### src/rtl/hc_regs_defines.svh
// Command codes, revision value and APB control layout of the host controller register bank
`ifndef HC_REGS_DEFINES_SVH
`define HC_REGS_DEFINES_SVH
`define HC_WR_FLAG 8'h80
`define HC_CMD_REV 7'h00
`define HC_CMD_CTRL 7'h01
`define HC_CMD_CMDST 7'h02
`define HC_CMD_EVFLG 7'h03
`define HC_CMD_EVSET 7'h04
`define HC_CMD_EVCLR 7'h05
`define HC_CMD_FMINT 7'h0d
`define HC_CMD_FMLEFT 7'h0e
`define HC_CMD_FMNUM 7'h0f
`define HC_CMD_LSTH 7'h11
`define HC_CMD_RHA 7'h12
`define HC_CMD_RHB 7'h13
`define HC_CMD_RHST 7'h14
`define HC_CMD_PORT1 7'h15
`define HC_CMD_PORT2 7'h16
`define HC_CMD_PDONE 7'h17
`define HC_CMD_PSKIP 7'h18
`define HC_CMD_PLAST 7'h19
`define HC_CMD_PACT 7'h1a
`define HC_CMD_ADONE 7'h1b
`define HC_CMD_ASKIP 7'h1c
`define HC_CMD_ALAST 7'h1d
`define HC_CMD_AACT 7'h1e
`define HC_CMD_DALEN 7'h32
`define HC_CMD_CHIPID 7'h27
`define HC_CMD_SWRST 7'h29
`define HC_CMD_HWCFG 7'h20
`define HC_CMD_DMACFG 7'h21
`define HC_CMD_XFERCNT 7'h22
`define HC_CMD_CPUEV 7'h24
`define HC_CMD_CPUEN 7'h25
`define HC_CMD_SCRATCH 7'h28
`define HC_CMD_BUFST 7'h2c
`define HC_CMD_ISOLEN 7'h30
`define HC_CMD_PLEN 7'h33
`define HC_CMD_ALEN 7'h34
`define HC_CMD_ISO0WIN 7'h40
`define HC_CMD_ISO1WIN 7'h42
`define HC_CMD_PWIN 7'h43
`define HC_CMD_AWIN 7'h44
`define HC_CMD_DAWORD 7'h45
`define HC_CMD_ISORATE 7'h47
`define HC_CMD_ADCNT 7'h51
`define HC_CMD_ADTIME 7'h52
`define HC_CMD_PBLK 7'h53
`define HC_CMD_ABLK 7'h54
// Arbitrary BCD version value
`define HC_REV_VALUE 8'h10
`define HC_REV_MSB 7
`define HC_OFFSET_DIV 4
`define APB_CTRL_OFS 12'h000
`define APB_STAT_OFS 12'h004
`define APB_WDATA_OFS 12'h008
`define APB_RDATA_OFS 12'h00c
`define CTRL_GO_BIT 0
`define CTRL_WR_BIT 1
`define CTRL_CMD_LSB 8
`define CTRL_CMD_MSB 15
`endif

### src/rtl/hc_regs_pkg.sv
// Types shared by both ends of the register command port
package hc_regs_pkg;
  typedef logic [7:0] cmd_t;
  typedef logic [31:0] word_t;
  typedef enum logic [2:0] {
    HS_IDLE = 3'b001,
    HS_WAIT = 3'b010,
    HS_DONE = 3'b100
  } host_state_t;
endpackage

### src/rtl/hc_cmd_if.sv
// Command port joining the host-side master and the register bank
`timescale 1ns/1ps
interface hc_cmd_if;
  logic cmdValid;
  hc_regs_pkg::cmd_t cmdCode;
  hc_regs_pkg::word_t cmdWdata;
  logic cmdDone;
  hc_regs_pkg::word_t cmdRdata;
  modport device (input cmdValid, input cmdCode, input cmdWdata,
    output cmdDone, output cmdRdata);
  modport host (output cmdValid, output cmdCode, output cmdWdata,
    input cmdDone, input cmdRdata);
endinterface

### src/rtl/hc_reg_bank.sv
// Command-addressed host controller register bank, device end
`timescale 1ns/1ps
`include "hc_regs_defines.svh"
module hc_reg_bank #(
  parameter logic [15:0] CHIP_ID = 16'h5a5a // Arbitrary identification value
) (
  input wire logic sys_clk, // System clock
  input wire logic nrst, // Async reset, active low
  hc_cmd_if.device cmdPort, // Command port
  output logic softResetPulse // Soft reset trigger seen
);
  import hc_regs_pkg::*;

  // Writable storage, indexed by the seven-bit address
  logic [31:0] regMem_r [0:127];
  logic cmdDone_r;
  logic [31:0] cmdRdata_r;
  logic softReset_r;
  logic [6:0] addr;
  logic take;
  logic isWrite;
  logic isRo;
  logic isMapped;
  logic isWide;
  logic isOper32;
  logic isList32;
  logic isNarrow;
  logic wrEn;
  logic [31:0] wrWord;
  logic [31:0] rdNarrow;
  logic [31:0] rdStored;
  logic [31:0] rdVal;
  // Operational register selects
  logic hitRev;
  logic hitCtrl;
  logic hitCmdSt;
  logic hitEvFlg;
  logic hitEvSet;
  logic hitEvClr;
  logic hitFmInt;
  logic hitFmLeft;
  logic hitFmNum;
  logic hitLsTh;
  logic hitRhA;
  logic hitRhB;
  logic hitRhSt;
  logic hitPort1;
  logic hitPort2;
  // List register selects
  logic hitPDone;
  logic hitPSkip;
  logic hitPLast;
  logic hitPAct;
  logic hitADone;
  logic hitASkip;
  logic hitALast;
  logic hitAAct;
  // Other register selects
  logic hitHwCfg;
  logic hitDmaCfg;
  logic hitXferCnt;
  logic hitCpuEv;
  logic hitCpuEn;
  logic hitPartId;
  logic hitScratch;
  logic hitSwRst;
  logic hitBufSt;
  logic hitIsoLen;
  logic hitDaLen;
  logic hitPLen;
  logic hitALen;
  logic hitIso0Win;
  logic hitIso1Win;
  logic hitPWin;
  logic hitAWin;
  logic hitDaWord;
  logic hitIsoRate;
  logic hitADCnt;
  logic hitADTime;
  logic hitPBlk;
  logic hitABlk;

  // Command decode: bit 7 selects write, low bits the address
  // read/write code pairs
  assign addr = cmdPort.cmdCode[6:0];
  assign isWrite = (cmdPort.cmdCode & `HC_WR_FLAG) != 8'h00;
  // A command is taken once; the held request must not act again
  assign take = cmdPort.cmdValid && !cmdDone_r;

  // Operational set at the open interface offsets over four
  // address equals offset over four
  assign hitRev = addr == `HC_CMD_REV;
  assign hitCtrl = addr == `HC_CMD_CTRL;
  assign hitCmdSt = addr == `HC_CMD_CMDST;
  assign hitEvFlg = addr == `HC_CMD_EVFLG;
  assign hitEvSet = addr == `HC_CMD_EVSET;
  assign hitEvClr = addr == `HC_CMD_EVCLR;
  assign hitFmInt = addr == `HC_CMD_FMINT;
  assign hitFmLeft = addr == `HC_CMD_FMLEFT;
  assign hitFmNum = addr == `HC_CMD_FMNUM;
  assign hitLsTh = addr == `HC_CMD_LSTH;
  assign hitRhA = addr == `HC_CMD_RHA;
  assign hitRhB = addr == `HC_CMD_RHB;
  assign hitRhSt = addr == `HC_CMD_RHST;
  assign hitPort1 = addr == `HC_CMD_PORT1;
  assign hitPort2 = addr == `HC_CMD_PORT2;
  // Periodic and asynchronous list registers
  assign hitPDone = addr == `HC_CMD_PDONE;
  assign hitPSkip = addr == `HC_CMD_PSKIP;
  assign hitPLast = addr == `HC_CMD_PLAST;
  assign hitPAct = addr == `HC_CMD_PACT;
  assign hitADone = addr == `HC_CMD_ADONE;
  assign hitASkip = addr == `HC_CMD_ASKIP;
  assign hitALast = addr == `HC_CMD_ALAST;
  assign hitAAct = addr == `HC_CMD_AACT;
  // DMA, event, miscellaneous and buffer registers
  assign hitHwCfg = addr == `HC_CMD_HWCFG;
  assign hitDmaCfg = addr == `HC_CMD_DMACFG;
  assign hitXferCnt = addr == `HC_CMD_XFERCNT;
  assign hitCpuEv = addr == `HC_CMD_CPUEV;
  assign hitCpuEn = addr == `HC_CMD_CPUEN;
  assign hitPartId = addr == `HC_CMD_CHIPID;
  assign hitScratch = addr == `HC_CMD_SCRATCH;
  assign hitSwRst = addr == `HC_CMD_SWRST;
  assign hitBufSt = addr == `HC_CMD_BUFST;
  assign hitIsoLen = addr == `HC_CMD_ISOLEN;
  assign hitDaLen = addr == `HC_CMD_DALEN;
  assign hitPLen = addr == `HC_CMD_PLEN;
  assign hitALen = addr == `HC_CMD_ALEN;
  assign hitIso0Win = addr == `HC_CMD_ISO0WIN;
  assign hitIso1Win = addr == `HC_CMD_ISO1WIN;
  assign hitPWin = addr == `HC_CMD_PWIN;
  assign hitAWin = addr == `HC_CMD_AWIN;
  assign hitDaWord = addr == `HC_CMD_DAWORD;
  assign hitIsoRate = addr == `HC_CMD_ISORATE;
  assign hitADCnt = addr == `HC_CMD_ADCNT;
  assign hitADTime = addr == `HC_CMD_ADTIME;
  assign hitPBlk = addr == `HC_CMD_PBLK;
  assign hitABlk = addr == `HC_CMD_ABLK;

  // Width classes: operational set, list done/skip/last maps and DaLen 32 bit, the rest 16
  // widths follow the overview map
  assign isOper32 = hitRev || hitCtrl || hitCmdSt || hitEvFlg || hitEvSet || hitEvClr
    || hitFmInt || hitFmLeft || hitFmNum || hitLsTh || hitRhA || hitRhB || hitRhSt
    || hitPort1 || hitPort2;
  assign isList32 = hitPDone || hitPSkip || hitPLast
    || hitADone || hitASkip || hitALast;
  assign isWide = isOper32 || isList32 || hitDaLen;
  assign isNarrow = hitPAct || hitAAct || hitHwCfg || hitDmaCfg || hitXferCnt || hitCpuEv
    || hitCpuEn || hitPartId || hitScratch || hitBufSt || hitIsoLen || hitPLen || hitALen
    || hitIso0Win || hitIso1Win || hitPWin || hitAWin || hitDaWord || hitIsoRate
    || hitADCnt || hitADTime || hitPBlk || hitABlk;
  // decode of the compatible operational set and the rest
  assign isMapped = isWide || isNarrow;
  assign isRo = hitRev || hitPDone || hitPAct
    || hitADone || hitAAct || hitPartId;
  // one write per command, only to mapped, writable codes
  assign wrEn = take && isWrite && isMapped && !isRo;
  // narrow registers keep only 16 bits
  assign wrWord = isWide ? cmdPort.cmdWdata : {16'h0000, cmdPort.cmdWdata[15:0]};

  // Read data selection; status maps are fed by other logic and read zero here
  // revision constant, upper bits zero
  // narrow registers read zero above bit 15
  assign rdNarrow = {16'h0000, regMem_r[addr][15:0]};
  assign rdStored = isWide ? regMem_r[addr] : rdNarrow;
  assign rdVal = isWrite ? 32'h00000000 :
    hitRev ? {24'h000000, `HC_REV_VALUE} :
    hitPartId ? {16'h0000, CHIP_ID} :
    (!isMapped || isRo) ? 32'h00000000 :
    rdStored;

  // Storage update
  // No reset on storage: software programs a register before it relies on it
  // narrow registers keep 16 bits
  always_ff @(posedge sys_clk) begin
    if (wrEn) begin
      regMem_r[addr] <= wrWord;
    end
  end

  // One-cycle answer and soft reset pulse
  always_ff @(posedge sys_clk or negedge nrst) begin
    if (!nrst) begin
      cmdDone_r <= 1'b0;
      cmdRdata_r <= 32'h00000000;
      softReset_r <= 1'b0;
    end else begin
      cmdDone_r <= take;
      cmdRdata_r <= take ? rdVal : cmdRdata_r;
      softReset_r <= take && isWrite && hitSwRst;
    end
  end

  assign cmdPort.cmdDone = cmdDone_r;
  assign cmdPort.cmdRdata = cmdRdata_r;
  assign softResetPulse = softReset_r;
endmodule

### src/flat_wrapper.sv
// flat-port wrapper written by rule: the top's interface ports become plain ports
module hc_reg_bank_flat import hc_regs_pkg::*;
#(
  parameter logic [15:0] CHIP_ID = 16'h5a5a                                  
)
  (sys_clk, nrst, softResetPulse, cmdPort_cmdValid, cmdPort_cmdCode, cmdPort_cmdWdata, cmdPort_cmdDone, cmdPort_cmdRdata);
  hc_cmd_if cmdPort_i ();
  input wire logic sys_clk;
  input wire logic nrst;
  output logic softResetPulse;
  input wire logic [$bits(cmdPort_i.cmdValid)-1:0] cmdPort_cmdValid;
  input wire logic [$bits(cmdPort_i.cmdCode)-1:0] cmdPort_cmdCode;
  input wire logic [$bits(cmdPort_i.cmdWdata)-1:0] cmdPort_cmdWdata;
  output wire logic [$bits(cmdPort_i.cmdDone)-1:0] cmdPort_cmdDone;
  output wire logic [$bits(cmdPort_i.cmdRdata)-1:0] cmdPort_cmdRdata;
  assign cmdPort_i.cmdValid = cmdPort_cmdValid;
  assign cmdPort_i.cmdCode = cmdPort_cmdCode;
  assign cmdPort_i.cmdWdata = cmdPort_cmdWdata;
  assign cmdPort_cmdDone = cmdPort_i.cmdDone;
  assign cmdPort_cmdRdata = cmdPort_i.cmdRdata;
  hc_reg_bank #(.CHIP_ID(CHIP_ID)) u_core (.sys_clk(sys_clk), .nrst(nrst), .cmdPort(cmdPort_i), .softResetPulse(softResetPulse));
endmodule
### config.mk
export PLATFORM = sky130hd
export DESIGN_NAME = hc_reg_bank_flat
export DESIGN_NICKNAME = d
export VERILOG_FILES = /design/src/rtl/hc_regs_pkg.sv /design/src/rtl/hc_cmd_if.sv /design/src/rtl/hc_reg_bank.sv /design/src/flat_wrapper.sv
export VERILOG_INCLUDE_DIRS = /design/src /design/src/rtl
export SDC_FILE = /design/constraint.sdc
export NUM_CORES = 2
export LEC_CHECK = 0
export ABC_AREA = 0
export BUFFER_PORTS_ARGS = -buffer_cell sky130_fd_sc_hd__clkbuf_2
export CORE_ASPECT_RATIO = 0.6
export CORE_MARGIN = 1
export CORE_UTILIZATION = 55
export DETAILED_ROUTE_END_ITERATION = 12
export PLACE_DENSITY = 0.76
export SLEW_MARGIN = 40
export SYNTH_ARGS = -nofsm -noshare
export SYNTH_HDL_FRONTEND = slang
export SYNTH_SLANG_ARGS = --single-unit
### constraint.sdc
create_clock -name sys_clk -period 7 [get_ports sys_clk]
set_input_delay 1.4 -clock sys_clk [delete_from_list [all_inputs] [get_ports sys_clk]]
set_output_delay 1.4 -clock sys_clk [all_outputs]
set_load 0.005 [all_outputs]
== Word-level counts from Yosys, hierarchy flattened ==
Memory sizes are Yosys's and may differ from the RTL's.
Index checks and enable logic that the tools add are counted.
W data, S select, Z words.

* Flip-flop bits (word level): 34
* Bits in writable memories: 4,096
* Bits of input ports: 43
* Output and inout port bits: 34
* Word-level logic and storage cells: 116
* Memories: 1

* Equal/unequal tests: 45
* Muxes and demuxes: 8
* Reduce and logical (&&, ||, !) cells: 59

{| class="wikitable"
|+ Memories
! memory !! depth !! bits a word !! read ports !! clocked after Yosys merged registers in !! write ports !! line !! source
|-
| u_core.regMem_r || 128 || 32 || 1 || 0 || 1 || hc_reg_bank.sv:15 || <nowiki>logic [31:0] regMem_r [0:127];</nowiki>
|}

{| class="wikitable"
|+ Operator list
! operator !! count
|-
| $mux W32 || 6
|-
| $eq A7 B5 Y1 const B || 14
|-
| $eq A7 B6 Y1 const B || 13
|-
| $eq A7 B7 Y1 const B || 10
|-
| $logic_or A1 B1 Y1 || 50
|-
| $eq A7 B4 Y1 const B || 3
|-
| $eq A7 B2 Y1 const B || 2
|-
| $eq A7 B3 Y1 const B || 2
|-
| $eq A7 B1 Y1 const B || 1
|-
| $logic_not A7 Y1 || 1
|-
| $logic_and A1 B1 Y1 || 5
|-
| $logic_not A1 Y1 || 3
|-
| $mux W1 || 2
|}

== Longest topological paths before layout ==
* Word-level depth: 30
* Mapped depth: 12
* Mapped depth without buffers: 6

== Worst setup path before layout ==
Ideal clock, no wire load.

* Kind: input to register
* Start point: in cmdPort_cmdCode[6]
* End point: mem u_core.regMem_r[13][0], enable pin
* Library setup time: 0.513 ns
* Arrival: 6.174 ns
* Required time: 6.487 ns
* Setup slack: 0.314 ns
* Stages on the path: 9
* Buffers on the path: 3
* Path through: buf_4 -> or3b_1 -> clkbuf_1 -> a21o_1 -> o2111ai_1 -> or4_1 -> buf_2 -> nand3_1 -> nor4b_1

* Longest elaborated chain between the ends: 28
* Elaborated cells between the ends (all ways): 99
* Those cells by class: eq/ne (44); mux (2); reduce/logical (53)

{| class="wikitable"
|+ Ends and longest elaborated chain
! element !! line !! source
|-
| start, declared || flat_wrapper.sv:12 || <nowiki>input wire logic [$bits(cmdPort_i.cmdCode)-1:0] cmdPort_cmdCode;</nowiki>
|-
| $eq A7 B5 Y1 (no source line) || n/a ||
|-
| $logic_or A1 B1 Y1 (5 in series) || hc_reg_bank.sv:149 || <nowiki>assign isNarrow = hitPAct || hitAAct || hitHwCfg || hitDmaCfg || hitXferCnt || hitCpuEv</nowiki>
|-
| $logic_or A1 B1 Y1 (7 in series) || hc_reg_bank.sv:150 || <nowiki>|| hitCpuEn || hitPartId || hitScratch || hitBufSt || hitIsoLen || hitPLen || hitALen</nowiki>
|-
| $logic_or A1 B1 Y1 (6 in series) || hc_reg_bank.sv:151 || <nowiki>|| hitIso0Win || hitIso1Win || hitPWin || hitAWin || hitDaWord || hitIsoRate</nowiki>
|-
| $logic_or A1 B1 Y1 (4 in series) || hc_reg_bank.sv:152 || <nowiki>|| hitADCnt || hitADTime || hitPBlk || hitABlk;</nowiki>
|-
| $logic_or A1 B1 Y1 || hc_reg_bank.sv:154 || <nowiki>assign isMapped = isWide || isNarrow;</nowiki>
|-
| $logic_and A1 B1 Y1 (2 in series) || hc_reg_bank.sv:158 || <nowiki>assign wrEn = take && isWrite && isMapped && !isRo;</nowiki>
|-
| $mux W1 || hc_reg_bank.sv:177 || <nowiki>if (wrEn) begin</nowiki>
|-
| $mux W1 (implied by the code) || hc_reg_bank.sv:178 || <nowiki>regMem_r[addr] <= wrWord;</nowiki>
|-
| end, declared || hc_reg_bank.sv:15 ||
|}

Several ways; a longest one is shown, not always the timed one.

== Worst setup path after layout ==
* Start point: in cmdPort_cmdCode[1]
* End point: mem u_core.regMem_r[33][24], enable pin

The elaborated chain is that of the path after synthesis.

==> results.json <==
{
  "status": "complete, no violations",
  "grt_pass1_vias": 52928,
  "rr_startpoint": "u_core.cmdPort.cmdDone",
  "row_count": 124,
  "drt-total-wl_um": 242000,
  "vias_per_cell": 5.74,
  "synth-simple-area-share_pct": 1.38,
  "synth_top_family_by_area": "multiplexers",
  "cts.path.max_buffers": 4,
  "required_ns": 7.54,
  "grt_overflow": 0,
  "synth_seq_cells": 2786,
  "finalMaxSlewViolations": 0,
  "path_clk_slew_ns": 0.06,
  "synthMuxAreaShare_pct": 16.8,
  "synth_xor_area_share_pct": 0.00820,
  "core_mm2": 0.192,
  "fin_worst_skew_ns": 0.0479,
  "worst_pin_slew_ns": 0.948,
  "placed_area_mm2": 0.117,
  "io_buffers": 76,
  "finalSetupTns_ns": 0,
  "power.total_uw": 34100,
  "die_y_um": 343,
  "startpoint_type": "primary input",
  "areaGrowthSynthToFinish_pct": 16.7,
  "path_max_fanout": 74,
  "ant_nets": 0,
  "wl_per_cell_um": 26.5,
  "cts_tree": "done",
  "cts_root_buffer": "clkbuf_16",
  "routabilityCongestion": 0.801,
  "ios": 77,
  "crit_path_frequent_cell": "buf_4",
  "ys_seq_area_share_pct": 78.2,
  "hold_class": "reg2reg",
  "synthAdderAreaFrac_pct": 0,
  "ctsHtreeMaxLevel": 4,
  "ys_warn_count": 0,
  "cp-end-kind": "flip-flop",
  "dieArea_mm2": 0.196,
  "path_buf_inv": 5,
  "async_flop_share_pct": 1.22,
  "drive_gt1_share_pct": 21.8,
  "max-vdd-ir-drop_uv": 256,
  "worstHoldStart": "u_core.cmdPort.cmdRdata[13]",
  "slew_headroom_pct": 36.8,
  "setup_viol": 0,
  "drt-initial-drc-count": 7706,
  "cts_resized": 0,
  "cts_sinks": 2786,
  "leakagePower_uw": 0.0429,
  "firstDrtPassIters": 8,
  "synth_compound_area_share_pct": 2.07,
  "worstPathArrival_ns": 5.05,
  "vias": 52453,
  "synth_cell_type_count": 73,
  "fin_util_pct": 65.0,
  "finalHoldViolations": 0,
  "syn-instance-count": 4478,
  "power_density_mw_per_mm2": 274,
  "drcViolationCount": 0,
  "cp_top_family": "buffers and inverters",
  "path_cells": "buf_8 -> buf_4 -> and2_1 -> o21a_1 -> o2111ai_1 -> or4_1 -> nand3_2 -> buf_4 -> nor4_2 -> buf_4 -> buf_12",
  "grt_pass1_wl_um": 351000,
  "fin_crit_ns": 4.51,
  "max_cap_violations": 0,
  "final_nets": 6404,
  "crit_start": "cmdPort_cmdCode[1]",
  "hold_slack_ns": 0.589,
  "critPathKind": "in2reg",
  "insertion_delay_ns": 0.88,
  "netlist_area_mm2": 0.107,
  "grt_max_degree": 129,
  "post_cts_buffers": 0,
  "rsz0062_at_grt": "false",
  "dp_hpwl_um": 139000,
  "synth.avg_cell_area_um2": 23.8,
  "fin_crit_sh_pct": 64.4,
  "synth_edf_count": 2752,
  "slowest_delay_ns": 0.65,
  "critPathSlowestCell": "or4_1",
  "start_util_pct": 55.7,
  "fmax_mhz": 222,
  "synthFlopType": "edfxtp_1",
  "die_w_um": 571,
  "antenna_found_initial": 5,
  "finalInstanceArea_mm2": 0.125,
  "cts_buffers": 234,
  "holdBufCountCts": 0,
  "grt_usage_pct": 25.1
}
-- layout by cell type (no fill, tap or decap), drive strengths merged, types with 17 or more instances in the layout --
master  synthesis  layout
a22o           23      23
mux2           24      24
a221oi         25      25
mux4          760     760
nor2           54      54
buf           210     181
nor3           17      17
a22oi          49      49
edfxtp       2752    2752
nand3          21      21
nor2b          27      27
nor4           29      29
o21ai          21      21
dfrtp          34      34
clkinv          0     101
o22ai          28      28
clkbuf         44     367
nand2          83      83
conb            1    1654
mux2i          50      50
a21oi          61      61
-- area by class of cell --
class / count / area [µm²]
antenna: 2 / 5.00
clock buffer: 300 / 6240
clock inverter: 124 / 956
fill: 12442 / 67000
inverter: 7 / 33.8
multi-input combinational: 3084 / 28200
sequential: 2786 / 83500
tap: 2583 / 3230
timing repair buffer: 248 / 2430
-- flip-flops by register name, indices dropped and copies added, names as in the netlist --
signal                   flops
u_core.cmdPort.cmdRdata     32
u_core.softResetPulse        1
u_core.cmdPort.cmdDone       1
u_core.regMem_r           2752
-- through the flow --
stage               instances  setup slack, ns
floorplan                6131            0.314
finish                   9134             2.49
CTS                      9128             2.61
global route             9132             2.37
detailed placement       8704             1.74
global placement         8675             1.58
-- metal layers --
layer | share of wire, % | vias up | routed length [µm] | global-route usage [%]
li1 | - | 21482 | - | -
met1 | 41 | 27717 | 98400 | 38.1
met2 | 46 | 2874 | 112000 | 38.3
met3 | 11 | 380 | 26000 | 4.90
met4 | 2.4 | 0 | 5820 | 6.24
met5 | 0 | - | 0 | 0
-- cell usage after synthesis (15+ instances only) --
cell type | n | share of area, %
mux4_2 | 760 | 16
a221oi_1 | 24 | 0.20
dfrtp_1 | 34 | 0.80
buf_6 | 51 | 0.54
a22o_1 | 23 | 0.19
o21ai_0 | 19 | 0.089
nor3_1 | 17 | 0.080
nor2b_1 | 26 | 0.15
o22ai_1 | 28 | 0.16
o211ai_1 | 15 | 0.11
a21oi_1 | 61 | 0.29
nand2_1 | 83 | 0.29
a22oi_1 | 49 | 0.34
nor2_1 | 54 | 0.19
mux2i_1 | 50 | 0.47
buf_4 | 50 | 0.35
edfxtp_1 | 2752 | 77
buf_2 | 95 | 0.45
nor4_1 | 29 | 0.17
clkbuf_1 | 44 | 0.15
nand3_1 | 21 | 0.098
mux2_2 | 24 | 0.25
-- path summary, 6_finish.rpt --
path | end | slack (ns) | cells after the start
min | u_core.cmdPort.cmdRdata[13] | 0.59 | 1
max | u_core.regMem_r[33][24] | 2.49 | 11
max in group asynchronous | u_core.cmdPort.cmdRdata[9] | 5.70 | 2
min reg2reg | u_core.cmdPort.cmdRdata[13] | 0.59 | 1
min in group asynchronous | u_core.cmdPort.cmdRdata[30] | 0.69 | 2
max reg2reg | u_core.cmdPort.cmdRdata[10] | 4.22 | 6
-- report_power, final --
part	internal, µW	switching, µW	total (µW)
Combinational	900	1250	2150
Clock	6760	5770	12500
Sequential	19200	233	19400
-- kinds of logic after synthesis --
family,Yosys count
compound gates,305
xor+xnor,1
buf+inv,261
flops,2786
mux,834
other cells,1
simple gates,290
Note: power is estimated with default switching activity, not from simulation.
